`config.mk`:
```
export PLATFORM = sky130hd
export DESIGN_NAME = htec_core
export DESIGN_NICKNAME = d
export VERILOG_FILES = /design/src/htec_pkg.sv /design/src/htec_core.sv
export SDC_FILE = /design/constraint.sdc
export NUM_CORES = 1
export LEC_CHECK = 0
export ABC_AREA = 1
export ABC_CLOCK_PERIOD_IN_PS = 6400
export BUFFER_PORTS_ARGS = -buffer_cell sky130_fd_sc_hd__buf_2
export CAP_MARGIN = 20
export CORE_ASPECT_RATIO = 0.9
export CORE_MARGIN = 2
export CORE_UTILIZATION = 60
export DETAILED_ROUTE_END_ITERATION = 8
export PLACE_DENSITY_LB_ADDON = 0.05
export SLEW_MARGIN = 15
export SYNTH_ARGS = -nofsm -noshare
export SYNTH_HDL_FRONTEND = slang
export SYNTH_SLANG_ARGS = --single-unit
```
`constraint.sdc`:
```
create_clock -name pclk -period 6.4 [get_ports pclk]
set_input_delay 1.28 -clock pclk [delete_from_list [all_inputs] [get_ports pclk]]
set_output_delay 1.28 -clock pclk [all_outputs]
set_load 0.01 [all_outputs]
```
`src/htec_pkg.sv`:
```
package htec_pkg;

  // ----------------------------------------------------------------
  // Register map, byte addresses
  // ----------------------------------------------------------------
  localparam logic [11:0] HTEC_CTRL_OFF   = 12'h000;
  localparam logic [11:0] HTEC_EXP_OFF    = 12'h004;
  localparam logic [11:0] HTEC_DLY_OFF    = 12'h008;
  localparam logic [11:0] HTEC_STAT_OFF   = 12'h00C;
  localparam logic [11:0] HTEC_CMD_OFF    = 12'h010;

  // ----------------------------------------------------------------
  // Control field positions
  // ----------------------------------------------------------------
  localparam int HTEC_CTL_TRIG_ON   = 0;
  localparam int HTEC_CTL_ORIGIN_HW = 1;
  localparam int HTEC_CTL_EDGE_FALL = 2;
  localparam int HTEC_CTL_PULSE     = 3;
  localparam int HTEC_CTL_RATE_ON   = 4;
  localparam int HTEC_CTL_KIND_AS   = 5;

  // Command and status bits
  localparam int HTEC_CMD_ACQ_START = 0;
  localparam int HTEC_CMD_ACQ_STOP  = 1;
  localparam int HTEC_CMD_SW_TRIG   = 2;
  localparam int HTEC_ST_OVT        = 0;

  // ----------------------------------------------------------------
  // Reset values and timing
  // ----------------------------------------------------------------
  localparam logic [5:0]  HTEC_CTRL_RST = 6'h23;
  localparam logic [23:0] HTEC_EXP_RST  = 24'h00_0BB8;
  localparam logic [23:0] HTEC_DLY_RST  = 24'h00_0000;
  localparam int HTEC_CLK_MHZ    = 50;
  localparam int HTEC_US_NS      = 1000;
  localparam int HTEC_CLK_NS     = 20;
  localparam int HTEC_CYC_PER_US = HTEC_US_NS / HTEC_CLK_NS;

  typedef enum logic [2:0] {
    HTEC_IDLE,
    HTEC_WAIT,
    HTEC_DELAY,
    HTEC_EXPOSE,
    HTEC_HOLD
  } htec_state_t;

  typedef struct packed {
    logic expose;
    logic frame_start;
    logic ready;
  } htec_sens_t;

endpackage

```
`src/htec_core.sv`:
```
// The APB register port and the placing of the registers were decided locally.
`timescale 1ns/1ps
module htec_core
  import htec_pkg::*;
#(
  parameter int CNT_W = 24
) (
  // Clock and reset
  input  wire logic        pclk,
  input  wire logic        presetn,
  // APB slave
  input  wire logic        psel,
  input  wire logic        penable,
  input  wire logic        pwrite,
  input  wire logic [11:0] paddr,
  input  wire logic [31:0] pwdata,
  output logic      [31:0] prdata,
  output logic             pready,
  output logic             pslverr,
  // Trigger line and sequencer
  input  wire logic        external_start_trigger,
  input  wire logic        readout_busy,
  output htec_sens_t       sens
);

  // ----------------------------------------------------------------
  // Parameter check
  // ----------------------------------------------------------------
  if (CNT_W < 8 || CNT_W > 31) begin : g_cnt_w_bad
    $error("CNT_W out of range");
  end

  // ----------------------------------------------------------------
  // Registers
  // ----------------------------------------------------------------
  logic [5:0]       ctrl_r, ctrl_nxt;
  logic [CNT_W-1:0] exp_r, exp_nxt;
  logic [CNT_W-1:0] dly_r, dly_nxt;
  logic             ovt_r, ovt_nxt;
  logic             acq_r, acq_nxt;
  logic             trig_d_r;
  htec_state_t      st_r, st_nxt;
  logic [CNT_W-1:0] us_cnt_r, us_cnt_nxt;
  logic [5:0]       div_r, div_nxt;
  logic             min_done_r, min_done_nxt;
  logic [31:0]      prdata_nxt;

  wire logic wr = psel && penable && pwrite;
  wire logic rd_setup = psel && !penable && !pwrite;
  wire logic trig_on   = ctrl_r[HTEC_CTL_TRIG_ON] && ctrl_r[HTEC_CTL_KIND_AS];
  wire logic hw_origin = ctrl_r[HTEC_CTL_ORIGIN_HW];
  wire logic fall_sel  = ctrl_r[HTEC_CTL_EDGE_FALL];
  wire logic pulse_md  = ctrl_r[HTEC_CTL_PULSE];
  wire logic sw_trig   = wr && paddr == HTEC_CMD_OFF && pwdata[HTEC_CMD_SW_TRIG];

  // ----------------------------------------------------------------
  // Trigger edge detect
  // ----------------------------------------------------------------
  // Active level of the trigger for the chosen edge
  function automatic logic act_lvl(input logic lvl, input logic fall);
    return fall ? !lvl : lvl;
  endfunction

  wire logic act_now  = act_lvl(external_start_trigger, fall_sel);
  wire logic act_prev = act_lvl(trig_d_r, fall_sel);
  wire logic hw_edge  = act_now && !act_prev && trig_on && hw_origin;
  wire logic any_trig = hw_edge || (sw_trig && trig_on && !hw_origin);
  wire logic us_tick  = div_r == 6'(HTEC_CYC_PER_US - 1);
  wire logic busy     = st_r == HTEC_DELAY || st_r == HTEC_EXPOSE || st_r == HTEC_HOLD;

  assign pready  = 1'b1;
  assign pslverr = 1'b0;

  // ----------------------------------------------------------------
  // Register and command next state
  // ----------------------------------------------------------------
  always_comb begin
    ctrl_nxt   = ctrl_r;
    exp_nxt    = exp_r;
    dly_nxt    = dly_r;
    acq_nxt    = acq_r;
    ovt_nxt    = ovt_r;
    prdata_nxt = prdata;
    if (wr) begin
      case (paddr)
        HTEC_CTRL_OFF: ctrl_nxt = pwdata[5:0];
        HTEC_EXP_OFF:  exp_nxt  = pwdata[CNT_W-1:0];
        HTEC_DLY_OFF:  dly_nxt  = pwdata[CNT_W-1:0];
        HTEC_STAT_OFF: if (pwdata[HTEC_ST_OVT]) ovt_nxt = 1'b0;
        HTEC_CMD_OFF: begin
          if (pwdata[HTEC_CMD_ACQ_START]) acq_nxt = 1'b1;
          if (pwdata[HTEC_CMD_ACQ_STOP])  acq_nxt = 1'b0;
        end
        default: ;
      endcase
    end
    if (any_trig && (busy || (st_r == HTEC_IDLE && acq_r) ||
                     (st_r == HTEC_WAIT && !min_done_r))) begin
      ovt_nxt = 1'b1;
    end
    if (rd_setup) begin
      case (paddr)
        HTEC_CTRL_OFF: prdata_nxt = {26'h000_0000, ctrl_r};
        HTEC_EXP_OFF:  prdata_nxt = 32'(exp_r);
        HTEC_DLY_OFF:  prdata_nxt = 32'(dly_r);
        HTEC_STAT_OFF: prdata_nxt = {27'h000_0000, readout_busy, sens.expose,
                                     st_r == HTEC_WAIT, acq_r, ovt_r};
        default:       prdata_nxt = 32'h0000_0000;
      endcase
    end
  end

  // ----------------------------------------------------------------
  // Acquisition sequencer
  // ----------------------------------------------------------------
  always_comb begin
    st_nxt       = st_r;
    us_cnt_nxt   = us_cnt_r;
    min_done_nxt = min_done_r;
    div_nxt      = us_tick ? 6'h00 : div_r + 6'h01;
    // Minimum exposure timer runs on after a short pulse, ready waits for it
    if (st_r == HTEC_EXPOSE || st_r == HTEC_HOLD || st_r == HTEC_WAIT) begin
      if (us_tick && !min_done_r) us_cnt_nxt = us_cnt_r + 1'b1;
      if (us_tick && us_cnt_r + 1'b1 >= exp_r) min_done_nxt = 1'b1;
    end
    case (st_r)
      HTEC_IDLE: begin
        min_done_nxt = 1'b1;
        if (acq_r) st_nxt = HTEC_WAIT;
      end
      HTEC_WAIT: begin
        if (!acq_r) begin
          st_nxt = HTEC_IDLE;
        end else if (any_trig && min_done_r) begin
          div_nxt      = 6'h00;
          us_cnt_nxt   = '0;
          min_done_nxt = 1'b0;
          if (hw_edge && dly_r != '0) st_nxt = HTEC_DELAY;
          else                        st_nxt = HTEC_EXPOSE;
        end
      end
      HTEC_DELAY: begin
        if (us_tick) us_cnt_nxt = us_cnt_r + 1'b1;
        if (us_tick && us_cnt_r + 1'b1 >= dly_r) begin
          st_nxt     = HTEC_EXPOSE;
          us_cnt_nxt = '0;
        end
      end
      HTEC_EXPOSE: begin
        if (!pulse_md) begin
          if (min_done_r) st_nxt = HTEC_WAIT;
        end else if (!act_now) begin
          st_nxt = readout_busy ? HTEC_HOLD : HTEC_WAIT;
        end
      end
      HTEC_HOLD: if (!readout_busy) st_nxt = HTEC_WAIT;
      default:   st_nxt = HTEC_IDLE;
    endcase
  end

  always_ff @(posedge pclk or negedge presetn) begin
    if (!presetn) begin
      ctrl_r     <= HTEC_CTRL_RST;
      exp_r      <= CNT_W'(HTEC_EXP_RST);
      dly_r      <= CNT_W'(HTEC_DLY_RST);
      ovt_r      <= 1'b0;
      acq_r      <= 1'b0;
      trig_d_r   <= 1'b0;
      st_r       <= HTEC_IDLE;
      us_cnt_r   <= '0;
      div_r      <= 6'h00;
      min_done_r <= 1'b1;
      prdata     <= 32'h0000_0000;
    end else begin
      ctrl_r     <= ctrl_nxt;
      exp_r      <= exp_nxt;
      dly_r      <= dly_nxt;
      ovt_r      <= ovt_nxt;
      acq_r      <= acq_nxt;
      trig_d_r   <= external_start_trigger;
      st_r       <= st_nxt;
      us_cnt_r   <= us_cnt_nxt;
      div_r      <= div_nxt;
      min_done_r <= min_done_nxt;
      prdata     <= prdata_nxt;
    end
  end

  // ----------------------------------------------------------------
  // Sensor outputs
  // ----------------------------------------------------------------
  always_comb begin
    sens.expose      = st_r == HTEC_EXPOSE || st_r == HTEC_HOLD;
    sens.frame_start = st_r != HTEC_EXPOSE && st_nxt == HTEC_EXPOSE;
    sens.ready       = st_r == HTEC_WAIT && min_done_r;
  end
endmodule // htec_core

```
==> impl_metrics.ini, run 1 <==
[clock_tree]
hold_buffers = 0
insertion_delay_ns = 0.42
post_cts_buffers = 0
htreeDepth = 4
cts-root-buf = clkbuf_16
post_cts_resized = 0
path_clk_slew_ns = 0.06
cts_buffer_depth = 2
numCtsBuffers = 17
cts.sinks = 115
cts_tree = yes

[synthesis]
synth-async-reset-ratio = 1.000
ys_top_cells_by_count = nand2_1 (331), inv_1 (161), dfrtp_1 (104)
synth_most_common_cell = nand2_1
synth_area_leader_cell = dfrtp_1
ys_seq_elements = 115
synth_edf_count = 0
yosys_warnings = 0
synth_ff_type = dfrtp_1
netlist_area_um2 = 7506
synth_area_leaders = dfrtp_1 (35%), nand2_1 (17%), ha_1 (8.5%), inv_1 (8.1%), o21ai_0 (5.4%)
synthCells = 1044
synth_top_area_frac = 0.3467
synth.yosys.seq_area_share = 0.3852
synth_cell_types = 45
syn_avg_cell_area_um2 = 7.190

[finish]
syn2layout_area_growth_pct = 13.24
layout.cells.non_filler = 1281
drive_gt1_frac = 0.1133
fin_area_um2 = 8499
diodes = 0
fillCellCount = 1042
nets = 1210

[route]
routed-via-count = 6979
drt_iter0_markers = 540
ant_nets = 0
avgRoutedWirePerCell_um = 15.12
drc = 0
via_per_inst = 5.448
first_pass_iters = 5
wirelength_um = 19370

[place]
place_congestion = 0.9544
hpwl_um = 14170
place_inst = 1249
io_buffers = 69
place_area_um2 = 7913

[grt]
track_usage = 0.3125
grtUsageMet2 = 0.4804
grt_util_met3 = 0.07356
grt_max_degree = 65
top_usage_layer = met2
overflow = 0
antenna_found_initial = 0
use_met1 = 0.4400
grt_pass1_vias = 6552
grt_pass1_wl_um = 32370

[setup_path]
arrival_ns = 4.00
r2r-end = us_cnt_r[7]
critPathLaunchType = flop
worst-path-max-fanout = 9
regToRegSetupSlack_ns = 2.38
critPathRequiredTime_ns = 5.12
reg2reg_depth = 19
criticalPathCategory = flop to primary output
reg2reg_from = us_cnt_r[0]
end_kind = primary output

[timing]
fin_crit_ns = 5.281
post-route-period-util = 0.8252
tns_ns = 0
rsz0062_at_grt = no
setup_viol = 0
final_hold_viol_count = 0
report.final.slew_viol_count = 0
worst_pin_slew_ns = 1.000
fmax_ghz = 0.1894
maxSlewHeadroom = 0.3315
clock_skew_ns = 0.006316

[floorplan]
dieArea_um2 = 13420
die_x_um = 121.9
fp.dieH_um = 110.1
ioPinCount = 88
core_area_um2 = 12120
start_util = 0.6191
num_rows = 38

[pwr]
finalPower_uw = 2160
powerDensity_nw_per_um2 = 254.2
p_leak_uw = 0.004578
max-vdd-ir-drop_mv = 0.1881

[worst_hold_path]
worstHoldStart = prdata[9]
holdPathEnd = prdata[9]
hold_depth = 2
hold_path_class = flop to flop

[job]
maxCapViolCount = 0

[outcome]
status = complete, no violations
power by group:
group          internal [uW]  leakage [uW]  switching [uW]
combinational            153       0.00287             293
sequential               740       0.00142            15.4
clock                    619      0.000280             341
total                   1510       0.00458             649
layer usage:
| layer | part of all wire | up-vias |
|---|---|---|
| met5 | 0 | - |
| met4 | 0.020 | 0 |
| met3 | 0.077 | 42 |
| met2 | 0.44 | 282 |
| met1 | 0.46 | 3194 |
| li1 | - | 3461 |
placed cells by master, fill, tap and decap left out, types with 2 or more instances in the layout:
cell / netlist / routed
nand2_1: 331 / 331
inv_1: 161 / 161
dfrtp_1: 104 / 104
o21ai_0: 81 / 81
buf_2: 6 / 68
nor2_1: 65 / 65
ha_1: 51 / 51
nand3_1: 44 / 44
a21oi_1: 32 / 32
o22ai_1: 24 / 24
nand4_1: 23 / 23
clkbuf_16: 0 / 17
xor2_1: 15 / 15
o21ai_1: 11 / 11
dfstp_2: 11 / 11
conb_1: 2 / 10
nor4_1: 9 / 9
nor3_1: 9 / 8
buf_4: 13 / 5
nor2_2: 4 / 4
mux2i_1: 4 / 4
clkbuf_1: 14 / 4
clkinv_2: 0 / 4
xnor2_1: 3 / 3
bufinv_16: 0 / 3
clkinvlp_4: 0 / 3
inv_2: 2 / 2
a21oi_4: 2 / 2
o211ai_1: 2 / 2
critical path: stages, from the launching register on:
cell and delay (ns):
dfrtp_1 0.51, ha_1 0.33, nand2_1 0.08, nor2_1 0.19, nand4_1 0.19, nor2_2 0.19, nand4_1 0.16, xnor2_2 0.22
ha_1 0.33, nand2_1 0.05, nor2_1 0.14, nand2_1 0.12, nor2_1 0.15, nand2_1 0.07, nand4_1 0.06, nand2_1 0.20
inv_1 0.14, nand2_1 0.08, a21oi_1 0.20, buf_2 0.16
layout make-up:
cell class,instances,area (um2),share of cell area
Clock buffer,22,454.2,0.05344
Sequential cell,115,2892,0.3402
Tap cell,160,200.2,0.02355
Inverter,164,615.6,0.07243
Clock inverter,10,132.6,0.01560
Multi-Input combinational cell,737,3827,0.4503
Timing Repair Buffer,73,377.9,0.04446
flip-flops by register name, indices dropped and copies added, names as in the netlist:
name and cells:
dly_r 24, ctrl_r 6, div_r 6, st_r 3
exp_r 24, us_cnt_r 24, ovt_r 1, acq_r 1
min_done_r 1, trig_d_r 1, prdata 24
kinds of logic (layout without fill, tap and decap cells):
logic type	count (synthesis)	in the layout	synth area share
buffers and inverters	200	269	0.1095
AOI/OAI and AO/OA	159	159	0.1169
and+or+nand+nor	494	494	0.2739
muxes	4	4	0.005334
DFF	115	115	0.3852
xor gates and xnor gates	19	19	0.02317
adders and majority gates	51	51	0.08501
other	2	10	0.001001
stage by stage:
| step | setup slack (ns) | hold slack (ns) | utilization |
|---|---|---|---|
| after floorplan | 2.332 | 0.4530 | - |
| after global placement | 1.624 | 0.4581 | 0.6526 |
| after detailed placement | 1.579 | 0.4606 | 0.6526 |
| after CTS | 1.122 | 0.4756 | 0.7010 |
| after global routing | 0.7019 | 0.4974 | 0.7010 |
| final | 1.119 | 0.4726 | 0.7010 |
worst max path at each step:
stage / start / to / slack, ns / cells after the start
floorplan: us_cnt_r[0] / sens[1] / 2.33 / 18
global placement: us_cnt_r[0] / sens[1] / 1.62 / 19
detailed placement: us_cnt_r[0] / sens[1] / 1.58 / 19
CTS: us_cnt_r[0] / sens[1] / 1.12 / 19
global route: us_cnt_r[0] / sens[1] / 0.70 / 19
finish: us_cnt_r[0] / sens[1] / 1.12 / 19
Power figures use the tool's default switching activity.
==> run 2: changes to the inputs <==
--- a/config.mk
+++ b/config.mk
@@ -6,12 +6,12 @@
 export NUM_CORES = 1
 export LEC_CHECK = 0
 export ABC_AREA = 1
-export ABC_CLOCK_PERIOD_IN_PS = 6400
+export ABC_CLOCK_PERIOD_IN_PS = 4490
 export BUFFER_PORTS_ARGS = -buffer_cell sky130_fd_sc_hd__buf_2
 export CAP_MARGIN = 20
 export CORE_ASPECT_RATIO = 0.9
 export CORE_MARGIN = 2
-export CORE_UTILIZATION = 60
+export CORE_UTILIZATION = 54
 export DETAILED_ROUTE_END_ITERATION = 8
 export PLACE_DENSITY_LB_ADDON = 0.05
 export SLEW_MARGIN = 15
==> constraint.sdc (replaced) <==
create_clock -name pclk -period 4.49 [get_ports pclk]
set_input_delay 0.898 -clock pclk [delete_from_list [all_inputs] [get_ports pclk]]
set_output_delay 0.898 -clock pclk [all_outputs]
set_load 0.01 [all_outputs]
==> run 2 against run 1 <==
Effect of this change:
- global-route usage decreased by 2.9 points
- critical path depth unchanged
- largest cell class unchanged
- first-iteration DRC count decreased by 18%
==> impl_metrics.ini, run 2 (synthesis gave the netlist of run 1 again) <==
[grt]
overflow = 0
grt_pass1_vias = 6448
antenna_found_initial = 0
track_usage = 0.2838
grt_pass1_wl_um = 32440
grt_max_degree = 72

[floorplan]
start_util = 0.5575
dieArea_um2 = 14860
die_x_um = 128.3
num_rows = 40
fp.dieH_um = 115.9
ioPinCount = 88
core_area_um2 = 13460

[finish]
diodes = 0
syn2layout_area_growth_pct = 16.27
nets = 1230
fillCellCount = 1248
final_cell_mix = nand2_1 (329), inv_1 (160), dfrtp_1 (103), o21ai_0 (79), buf_2 (68)
layout_commonest_cell = nand2_1
multiInputGateArea_um2 = 3879
regArea_um2 = 2893
layout.cells.non_filler = 1309
drive_gt1_frac = 0.1446

[setup_path]
reg2reg_depth = 19
worst-path-max-fanout = 5
criticalPathCategory = flop to primary output
critPathLaunchType = flop
critPathRequiredTime_ns = 3.59
arrival_ns = 3.35
end_kind = primary output

[route]
drc = 0
via_per_inst = 5.301
wirelength_um = 19880
avgRoutedWirePerCell_um = 15.19
ant_nets = 0
routed-via-count = 6939
drt_iter0_markers = 444
first_pass_iters = 5

[place]
place_inst = 1274
place_congestion = 0.9409
hpwl_um = 14810
io_buffers = 69

[timing]
fin_crit_ns = 4.244
clock_skew_ns = 0.01392
setup_viol = 0
worst_pin_slew_ns = 0.9890
maxSlewHeadroom = 0.3390
report.final.slew_viol_count = 0
fin_hold_ws_ns = 0.4707
final_hold_viol_count = 0
fmax_ghz = 0.2356
post-route-period-util = 0.9451

[pwr]
p_leak_uw = 0.004689
powerDensity_nw_per_um2 = 357.6
max-vdd-ir-drop_mv = 0.3069

[clock_tree]
cts-root-buf = clkbuf_16
htreeDepth = 4
cts_tree = yes
numCtsBuffers = 17
cts_buffer_depth = 2
hold_buffers = 0
cts.sinks = 115
insertion_delay_ns = 0.43
path_clk_slew_ns = 0.06

[worst_hold_path]
hold_path_class = flop to flop
hold_depth = 2

[outcome]
status = complete, no violations

[job]
maxCapViolCount = 0
[run 2: cell types whose count changed in the layout (fill, tap and decap cells not counted), moves of 2 or more]
cell / delta
buf_4: +20
clkbuf_1: -3
clkinvlp_4: +3
nand2_1: -2
nand2_2: +2
nor2_1: -8
nor2_2: +7
o21ai_0: -2
o21ai_1: +2
[run 2: cell type report]
class / instances / share of cell area
clock inverters: 13 / 0.01821
clock buffers: 19 / 0.05075
inverters: 164 / 0.07054
repair buffers: 93 / 0.06050
multi-input cells: 737 / 0.4444
well taps: 168 / 0.02409
flip-flops and latches: 115 / 0.3315
[run 2: per-layer routing]
layer | global-route usage | routed length (um) | vias to the layer above
met1 | 0.4050 | 9703 | 3185
met3 | 0.05771 | 1142 | 33
met5 | 0 | 0 | -
li1 | - | - | 3504
met4 | 0.09744 | 378 | 0
met2 | 0.4326 | 8654 | 217
[run 2: what timing repair did]
item                                    in CTS  in global routing
buffers inserted                             0                  3
resized for setup                            2                 17
pin swaps                                    1                  9
endpoints found under the setup margin       1                  1
[run 2: metrics by stage]
stage | cell area [um2] | setup WS, ns | total power, uW | TNS, ns | utilization
global route | 8727 | -0.02313 | 3285 | -0.02313 | 0.6482
CTS | 8658 | 0.001946 | 3128 | 0 | 0.6431
finish | 8727 | 0.2464 | 3121 | 0 | 0.6482
global placement | 8050 | 0.4098 | 1732 | 0 | 0.5980
floorplan | 7536 | 0.8036 | 1533 | 0 | -
detailed placement | 8050 | 0.4274 | 1738 | 0 | 0.5980
[run 2: power breakdown]
part	switching, uW	total, uW	internal [uW]
sequential	22.5	1080	1050
clock	499	1380	883
combinational	425	662	236
total	947	3120	2170
[run 2: critical path: stages, from the launching register on]
cell and delay [ns]:
dfrtp_2 0.39, ha_4 0.17, nand2_1 0.07, nor2_2 0.16, nand4_1 0.19, nor2_4 0.18
nand4_1 0.16, xnor2_2 0.20, ha_1 0.30, nand2_1 0.06, nor2_2 0.11, nand2_2 0.09
nor2_2 0.14, nand2_1 0.07, nand4_1 0.06, nand2_1 0.08, inv_2 0.08, nand2_1 0.08
a21oi_2 0.19, buf_2 0.15
[run 2: final timing paths]
path / startpoint / endpoint / slack [ns]
hold / removal: prdata[20] / prdata[20] / 0.47
min in group asynchronous: presetn / ctrl_r[3] / 0.58
max in group asynchronous: presetn / prdata[20] / 2.97
hold reg to reg: prdata[20] / prdata[20] / 0.47
setup reg to reg: us_cnt_r[1] / us_cnt_r[5] / 0.94
setup / recovery: us_cnt_r[1] / sens[1] / 0.25
